File: src/rtl/cdm_pkg.sv
// Shared constants and types for the clock deskew lock monitor
package cdm_pkg;
  localparam int TAP_W           = 4;
  localparam int LINE_DEPTH      = 16;
  localparam int CNT_W           = 16;
  localparam int CLK_MHZ         = 125;
  // Synthesizer stopped flag delay, in microseconds, and in cycles
  localparam int SYNTH_STOP_US   = 100;
  localparam int SYNTH_STOP_CYC  = SYNTH_STOP_US * CLK_MHZ;
  // Reference counted as stopped after this many cycles with no edge
  localparam logic [CNT_W-1:0] STOP_DETECT = 16'h0040;
  // Tolerated period change after lock, in cycles
  localparam logic [CNT_W-1:0] PERIOD_TOL  = 16'h0002;
  localparam logic [2:0] LOCK_MATCHES      = 3'h4;
  localparam int REFILL_DEFAULT  = 2;
  localparam int FB_SYS_TAPS     = 2;
  // Start-up phase code meaning no wait for lock
  localparam logic [2:0] PHASE_NO_WAIT     = 3'h7;
  localparam logic [CNT_W-1:0] CNT_MAX     = 16'hffff;

  typedef enum logic [1:0] {
    CDM_ACQUIRE = 2'b00,
    CDM_LOCKED  = 2'b01,
    CDM_LOST    = 2'b10
  } cdm_lock_e;
endpackage

File: src/rtl/cdm_tap_if.sv
// Tap-selected delay line connection
`timescale 1ns/1ps
`default_nettype none
interface cdm_tap_if;
  logic                     din;
  logic [cdm_pkg::TAP_W-1:0] tap;
  logic                     dout;
  modport line (input din, input tap, output dout);
  modport user (output din, output tap, input dout);
endinterface // cdm_tap_if
`default_nettype wire

File: src/rtl/cdm_delay_line.sv
// Shift-register delay line with registered tap output
`timescale 1ns/1ps
`default_nettype none
module cdm_delay_line #(
  parameter int DEPTH = cdm_pkg::LINE_DEPTH
) (
  input  wire logic   ref_clk,
  input  wire logic   rst,
  cdm_tap_if.line     lnk
);
  typedef struct packed {
    logic [DEPTH-1:0] sh;
    logic             dout;
  } cdm_line_s;

  cdm_line_s q;
  cdm_line_s next_q;

  always_comb begin
    next_q      = q;
    next_q.sh   = {q.sh[DEPTH-2:0], lnk.din};
    next_q.dout = q.sh[lnk.tap];
  end

  always_ff @(posedge ref_clk) begin
    if (rst) begin
      q <= '0;
    end else begin
      q <= next_q;
    end
  end

  assign lnk.dout = q.dout;
endmodule // cdm_delay_line
`default_nettype wire

File: src/rtl/cdm_deskew_monitor.sv
// Deskew loop, lock tracking and stop status of the clock manager
// Function
// [RQ1] Step tap until feedback edge meets reference
// [RQ2] Drop lock on period drift; reset needed
// [RQ3] Controller resets after large period change; here lock stays in CDM_LOST until a reset
// [RQ4] Stopped reference halts synth; flag set
// [RQ5] Synth stopped flag after 100 us, sticky
// [RQ6] Pause under 100 ms, steady level
// [RQ7] Lock stays high through permitted pause
// [RQ8] Output keeps running while line drains
// [RQ9] Flag input stopped once output stops
// [RQ10] Suppress output while line refills
// [RQ11] Clear input stopped when output resumes
// [RQ12] Input stopped forced low while unlocked
// [RQ13] Users ignore outputs before lock
// [RQ14] Held in reset during configuration
// [RQ15] Clocks stable when locking begins
// [RQ16] Start-up waits in chosen phase for lock
// [RQ17] Lock-wait phase needs hold option enabled
// [RQ18] Lock-wait phase after tristate release
// [RQ19] System-synchronous adds feedback delay taps
// [RQ20] Source-synchronous sets feedback delay zero
// [RQ21] No feedback delay in bypass cases
// [RQ22] Hold-for-lock option defaults false
// [RQ23] Reset clears flags, restarts at tap zero
`timescale 1ns/1ps
`default_nettype none
module cdm_deskew_monitor #(
  parameter int SYNTH_STOP_CYCLES   = cdm_pkg::SYNTH_STOP_CYC,
  parameter int REFILL_CLOCKS       = cdm_pkg::REFILL_DEFAULT,
  parameter int FB_DELAY_TAPS       = cdm_pkg::FB_SYS_TAPS,
  parameter bit HOLD_STARTUP_FOR_LOCK = 1'b0
) (
  input  wire logic                      ref_clk,
  input  wire logic                      rst,
  input  wire logic                      reference_clock_in,
  input  wire logic                      feedback_clock_in,
  input  wire logic                      in_configuration,
  input  wire logic                      synth_in_use,
  input  wire logic                      source_sync_mode,
  input  wire logic                      cascaded_downstream,
  input  wire logic                      external_feedback,
  input  wire logic                      ref_not_dedicated,
  input  wire logic [2:0]                startup_phase,
  input  wire logic [2:0]                lock_wait_phase,
  output var  logic                      aligned_clock_out,
  output var  logic                      synth_clock_out,
  output var  logic                      synth_clock_inverted_out,
  output var  logic                      locked,
  output var  logic                      input_stopped,
  output var  logic                      synth_stopped,
  output var  logic                      startup_hold,
  output var  logic [cdm_pkg::TAP_W-1:0] delay_step
);
  localparam int W = cdm_pkg::CNT_W;
  localparam logic [W-1:0] SYNTH_LIMIT = W'(SYNTH_STOP_CYCLES);
  localparam logic [3:0]   REFILL_N    = 4'(REFILL_CLOCKS);
  localparam logic [cdm_pkg::TAP_W-1:0] FB_TAPS = cdm_pkg::TAP_W'(FB_DELAY_TAPS);

  typedef struct packed {
    logic [2:0]                rsync;
    logic                      rlev;
    logic                      rprev;
    logic [2:0]                fsync;
    logic                      flev;
    logic                      fdprev;
    cdm_pkg::cdm_lock_e        st;
    logic [cdm_pkg::TAP_W-1:0] tap;
    logic [2:0]                match;
    logic                      locked;
    logic [W-1:0]              pcnt;
    logic [W-1:0]              lock_per;
    logic                      ref_stopped;
    logic [3:0]                refill;
    logic [W-1:0]              ocnt;
    logic                      input_stopped;
    logic                      synth_halted;
    logic [W-1:0]              synth_cnt;
    logic                      synth_stopped;
    logic [cdm_pkg::TAP_W-1:0] fb_taps;
    logic                      aligned;
    logic                      synth;
    logic                      synth_n;
    logic                      startup_hold;
  } cdm_state_s;

  cdm_state_s q;
  cdm_state_s next_q;
  logic       rst_all;
  logic       r_rise;
  logic       fb_rise;
  logic       out_on;
  logic [W-1:0] pdiff;

  cdm_tap_if main_line ();
  cdm_tap_if fb_line ();

  function automatic logic [W-1:0] cdm_sat_inc(input logic [W-1:0] v);
    cdm_sat_inc = (v == cdm_pkg::CNT_MAX) ? v : v + 1'b1;
  endfunction

  // Configuration holds the whole block in reset
  assign rst_all = rst | in_configuration; // see [RQ14]

  assign main_line.din = q.rlev;
  assign main_line.tap = q.tap;
  assign fb_line.din   = q.flev;
  assign fb_line.tap   = q.fb_taps;

  cdm_delay_line #(.DEPTH(cdm_pkg::LINE_DEPTH)) u_main_line (
    .ref_clk (ref_clk),
    .rst     (rst_all),
    .lnk     (main_line)
  );

  cdm_delay_line #(.DEPTH(cdm_pkg::LINE_DEPTH)) u_fb_line (
    .ref_clk (ref_clk),
    .rst     (rst_all),
    .lnk     (fb_line)
  );

  assign r_rise  = q.rlev & ~q.rprev;
  assign fb_rise = fb_line.dout & ~q.fdprev;
  assign pdiff   = (q.pcnt > q.lock_per) ? q.pcnt - q.lock_per
                                         : q.lock_per - q.pcnt;
  // Delayed reference, blanked while the line refills
  assign out_on  = main_line.dout & (q.refill == 4'h0); // see [RQ10]

  always_comb begin
    next_q = q;
    // Pins pass three flops; a level counts when stages two and three agree
    next_q.rsync = {q.rsync[1:0], reference_clock_in};
    next_q.fsync = {q.fsync[1:0], feedback_clock_in};
    if (q.rsync[1] == q.rsync[2]) begin
      next_q.rlev = q.rsync[2];
    end
    if (q.fsync[1] == q.fsync[2]) begin
      next_q.flev = q.fsync[2];
    end
    next_q.rprev  = q.rlev;
    next_q.fdprev = fb_line.dout;

    // Feedback delay element setting
    if (source_sync_mode || cascaded_downstream || external_feedback ||
        ref_not_dedicated) begin
      next_q.fb_taps = '0; // see [RQ20] see [RQ21]
    end else begin
      next_q.fb_taps = FB_TAPS; // see [RQ19]
    end

    // Period measurement and reference stop detection
    if (r_rise) begin
      next_q.pcnt        = '0;
      next_q.ref_stopped = 1'b0;
      if (q.ref_stopped) begin
        next_q.refill = REFILL_N; // see [RQ10]
      end else if (q.refill != 4'h0) begin
        next_q.refill = q.refill - 4'h1;
      end
    end else begin
      next_q.pcnt = cdm_sat_inc(q.pcnt);
      if (q.pcnt >= cdm_pkg::STOP_DETECT) begin
        next_q.ref_stopped = 1'b1;
      end
    end

    case (q.st)
      cdm_pkg::CDM_ACQUIRE: begin
        if (r_rise) begin
          if (fb_rise) begin
            next_q.match = q.match + 3'h1;
            if (q.match + 3'h1 == cdm_pkg::LOCK_MATCHES) begin
              next_q.st       = cdm_pkg::CDM_LOCKED; // see [RQ1]
              next_q.locked   = 1'b1;
              next_q.lock_per = q.pcnt;
            end
          end else begin
            // Add one step of delay and try again
            next_q.match = '0;
            next_q.tap   = q.tap + 1'b1; // see [RQ1]
          end
        end
      end
      cdm_pkg::CDM_LOCKED: begin
        // A pause-ending edge spans the pause, so skip it; see [RQ7]
        if (r_rise && !q.ref_stopped && pdiff > cdm_pkg::PERIOD_TOL) begin
          next_q.st     = cdm_pkg::CDM_LOST; // see [RQ2]
          next_q.locked = 1'b0;
        end
      end
      cdm_pkg::CDM_LOST: begin
        // Only a reset leaves this state
        next_q.locked = 1'b0; // see [RQ2]
      end
      default: begin
        next_q.st     = cdm_pkg::CDM_ACQUIRE;
        next_q.locked = 1'b0;
      end
    endcase

    // Output stop tracking; the line drains on its own after a halt
    if (out_on && !q.aligned) begin
      next_q.ocnt          = '0;
      next_q.input_stopped = 1'b0; // see [RQ11]
    end else begin
      next_q.ocnt = cdm_sat_inc(q.ocnt); // see [RQ8]
      if (q.ocnt >= cdm_pkg::STOP_DETECT) begin
        next_q.input_stopped = 1'b1; // see [RQ9]
      end
    end
    if (!next_q.locked) begin
      next_q.input_stopped = 1'b0; // see [RQ12]
    end

    // Synthesizer halts for good when its reference goes away
    if (q.ref_stopped && synth_in_use) begin
      next_q.synth_halted = 1'b1; // see [RQ4]
    end
    if (q.synth_halted && !q.synth_stopped) begin
      next_q.synth_cnt = q.synth_cnt + 1'b1;
      if (q.synth_cnt + 1'b1 == SYNTH_LIMIT) begin
        next_q.synth_stopped = 1'b1; // see [RQ5]
      end
    end

    next_q.aligned = out_on;
    next_q.synth   = out_on & ~next_q.synth_halted;
    next_q.synth_n = ~out_on & ~next_q.synth_halted;
    next_q.startup_hold = HOLD_STARTUP_FOR_LOCK &&
                          (lock_wait_phase != cdm_pkg::PHASE_NO_WAIT) &&
                          (startup_phase == lock_wait_phase) &&
                          !q.locked; // see [RQ16] see [RQ22]
  end

  // Reset clears every flag and puts the selector back to tap zero
  always_ff @(posedge ref_clk) begin
    if (rst_all) begin
      q <= '0; // see [RQ23]
    end else begin
      q <= next_q;
    end
  end

  assign aligned_clock_out        = q.aligned;
  assign synth_clock_out          = q.synth;
  assign synth_clock_inverted_out = q.synth_n;
  assign locked                   = q.locked;
  assign input_stopped            = q.input_stopped;
  assign synth_stopped            = q.synth_stopped;
  assign startup_hold             = q.startup_hold;
  assign delay_step               = q.tap;
endmodule // cdm_deskew_monitor
`default_nettype wire

File: config.mk
export PLATFORM = sky130hd
export DESIGN_NAME = cdm_deskew_monitor
export DESIGN_NICKNAME = d
export VERILOG_FILES = /design/src/rtl/cdm_pkg.sv /design/src/rtl/cdm_tap_if.sv /design/src/rtl/cdm_delay_line.sv /design/src/rtl/cdm_deskew_monitor.sv
export SDC_FILE = /design/constraint.sdc
export NUM_CORES = 1
export LEC_CHECK = 0
export BUFFER_PORTS_ARGS = -buffer_cell sky130_fd_sc_hd__buf_4
export CORE_ASPECT_RATIO = 1.4
export CORE_MARGIN = 5
export CORE_UTILIZATION = 45
export CTS_CLUSTER_DIAMETER = 30
export DETAILED_ROUTE_END_ITERATION = 7
export PLACE_DENSITY_LB_ADDON = 0.12
export SYNTH_ARGS = -nofsm -noshare
export SYNTH_HDL_FRONTEND = slang
export SYNTH_SLANG_ARGS = --single-unit
File: constraint.sdc
create_clock -name ref_clk -period 4.3 [get_ports ref_clk]
set_input_delay 0.86 -clock ref_clk [delete_from_list [all_inputs] [get_ports ref_clk]]
set_output_delay 0.86 -clock ref_clk [all_outputs]
set_load 0.02 [all_outputs]
==> metrics <==
outcome=completed; hold_sp=next_q[98]$_SDFF_PP0_; sequential area share after synthesis=35.72%; Slew headroom=25.12%; CP Capture Type=flip-flop; worst skew pair latency=400 ps; Post-CTS Setup Repair Bufs=0; RD Place Congestion=0.9349; initial core utilization=45.42%; Die H=152.2 um; Top FF cell, synth=dfxtp_1; final hold slack=432.3 ps; Clock Sink Count=116; initial antenna violation count=0; first-pass GRT wire length=24,850 um; P_sw=602.4 uW; power after layout=2648 uW; post-CTS sizing=0; die span in x=111.6 um; total die area=16,990 um2; # H-tree levels=4; grt ovf=0; cell count after synthesis=795; HPWL Detailed=10,600 um; Routed WL=14,480 um; area of the multi-input gates=3797 um2; wire length per cell=14.52 um; CTS tree=done; Yosys warnings=0; top cells by area in the synthesized netlist=dfxtp_1 (36%), ha_1 (7.9%), a21oi_1 (5.2%); Clock Root Buffer=clkbuf_16; crit path DAT=3870 ps; flip-flop and latch count after synthesis=116; Crit path required time=4590 ps; drt first pass iters=5; DR vias=5,438; Layout Nets=854; worst reg2reg path depth=11; skew final=7.468 ps; final setup violation count=0; Max Fclk=279.8 MHz; # diodes=0; Max Cap Viol=0; critical path type=reg2reg; Pleak=0.002762 uW; Pwr Density=361.0 nW/um2; pin count of the biggest net entering global routing=33; Worst Path Max Fanout=8; clk buf depth=2; IO Port Bufs=19; Sw Ratio=22.75%; row cnt=52; Flop pwr share=40.9%; unrepaired setup endpoints after global routing=false; leading area contributor after synthesis=dfxtp_1; Comb pwr share=3.6%; Clock power frac=55.6%; layout cell share with drive strength beyond 1=8.663%; Setup TNS=0 ps; CTS Buf Count=17; Final Cycle Share=83.10%; Final Hold Viols=0; Slew Viols, Final=0; VDD IR-drop max=0.0001871 V; drc violations=0; startpoint types=flip-flop; Hold Path Class=reg2reg; Synth cell types=67; Min-Delay Endpoint=next_q[99]$_SDFF_PP0_; DRT iter0 DRCs=284; final critical-path required period=3574 ps; Hold Path Depth=1; FILL cells=1,429; Vias/cell=5.454; Internal Pwr Total=2046 uW; area delta synth->final=12.82%; R2R Path End=q[89]$_SDFFE_PP0P_; worst reg2reg path startpoint=q[65]$_SDFFE_PP0P_; Register Area=2322 um2; reg2reg setup slack=730 ps; vias in the first global route=5,465; Post-synth EDFFs=0; Yosys top cell area share=35.72%; Post-DRT Antenna Nets=0; Worst-Margin Slew=1116 ps; syn nets=854; Reg clk slew, reported paths=60 ps; average instance area after synthesis=8.178 um2; Mapped Area=6501 um2; ys async rst share=0%; hold_buf cts=0; boundary pin count=27; GRT Total Usage=17.37%; CORE AREA=14,310 um2
## per-layer routing
layer	track usage, %	vias to the layer above	wire length, um
li1	-	2756	-
met1	19.49	2568	6223
met2	31.03	78	7442
met3	3.854	36	352
met4	8.058	0	456
met5	0	-	0
## how the worst max path moves through the flow
| stage | end | start | cells after the start |
|---|---|---|---|
| finish | q[89]$_SDFFE_PP0P_ | q[65]$_SDFFE_PP0P_ | 11 |
| floorplan | q[89]$_SDFFE_PP0P_ | q[64]$_SDFFE_PP0P_ | 12 |
| global route | q[89]$_SDFFE_PP0P_ | q[65]$_SDFFE_PP0P_ | 11 |
| global placement | q[89]$_SDFFE_PP0P_ | q[65]$_SDFFE_PP0P_ | 11 |
| CTS | q[89]$_SDFFE_PP0P_ | q[65]$_SDFFE_PP0P_ | 11 |
| detailed placement | q[89]$_SDFFE_PP0P_ | q[65]$_SDFFE_PP0P_ | 11 |
## power by group through the flow
stage               Clock (uW)  Combinational (uW)  Sequential [uW]
global placement             0                93.6             1110
finish                    1470                94.3             1080
CTS                       1510                95.2             1080
floorplan                    0                65.4             1110
global route              1560                 105             1080
detailed placement           0                94.6             1110
## registers in the layout, indices dropped and copies added, names as in the netlist, 3 cells and up
register            flops
next_q                  4
u_fb_line.next_q        3
u_main_line.next_q     15
q                      78
delay_step              4
## cell usage in the layout (no fill, tap or decap), types with 9 or more instances in the layout
master     synthesis  final
a21oi_1           67     67
a31oi_1           11     11
and2_1            34     34
buf_4              5     22
clkbuf_16          0     17
dfxtp_1          116    116
ha_1              41     41
inv_1             50     50
mux2i_1            9      9
nand2_1           78     78
nand3_1           21     21
nand4_1           21     21
nor2_1            78     78
nor3_1            19     19
nor4_1            11     11
o21ai_0           35     35
xnor2_1           29     29
xor2_1            25     25
## through the flow
stage | util, % | instances | cell area (um2) | worst slack (ps)
final | 51.24 | 997 | 7335 | 726.5
after global placement | 46.90 | 965 | 6713 | 745.9
after CTS | 51.24 | 997 | 7335 | 665.2
after detailed placement | 46.90 | 965 | 6713 | 702.4
after floorplan | - | 795 | 6501 | 1129
after global routing | 51.24 | 997 | 7335 | 480.9
## worst max-delay path: stages, from the launching register on
cell and delay (ps):
dfxtp_1 550, inv_1 190, fa_1 500, a21o_1 200, a22o_1 190, a211oi_2 300, o221ai_1 200, a211oi_1 260
a31oi_1 80, xor2_1 170, or4_4 570, a41o_1 260
## cells in the mapped netlist, types with 9 or more instances
master    count
a21oi_1      67
a31oi_1      11
and2_1       34
clkbuf_1     26
dfxtp_1     116
ha_1         41
inv_1        50
mux2i_1       9
nand2_1      78
nand3_1      21
nand4_1      21
nor2_1       78
nor3_1       19
nor4_1       11
o21ai_0      35
xnor2_1      29
xor2_1       25
## area by class of cell
cell class / count / share of cell area [%]
Inverter: 51 / 2.610
Clock inverter: 15 / 2.678
Timing Repair Buffer: 22 / 2.252
Clock buffer: 17 / 5.800
Tap cell: 189 / 3.224
Multi-Input combinational cell: 587 / 51.77
Sequential cell: 116 / 31.66
## cell families after synthesis
logic type / Yosys count / share of synthesized area (%)
and+or+nand+nor: 313 / 24.13
AOI/OAI and AO/OA: 161 / 15.15
xor gates and xnor gates: 54 / 7.275
adders and majority gates: 43 / 8.507
DFF: 116 / 35.72
buffers and inverters: 92 / 5.870
other: 1 / 0.05768
muxes: 15 / 3.291
Note: power is estimated with default switching activity, not from simulation.
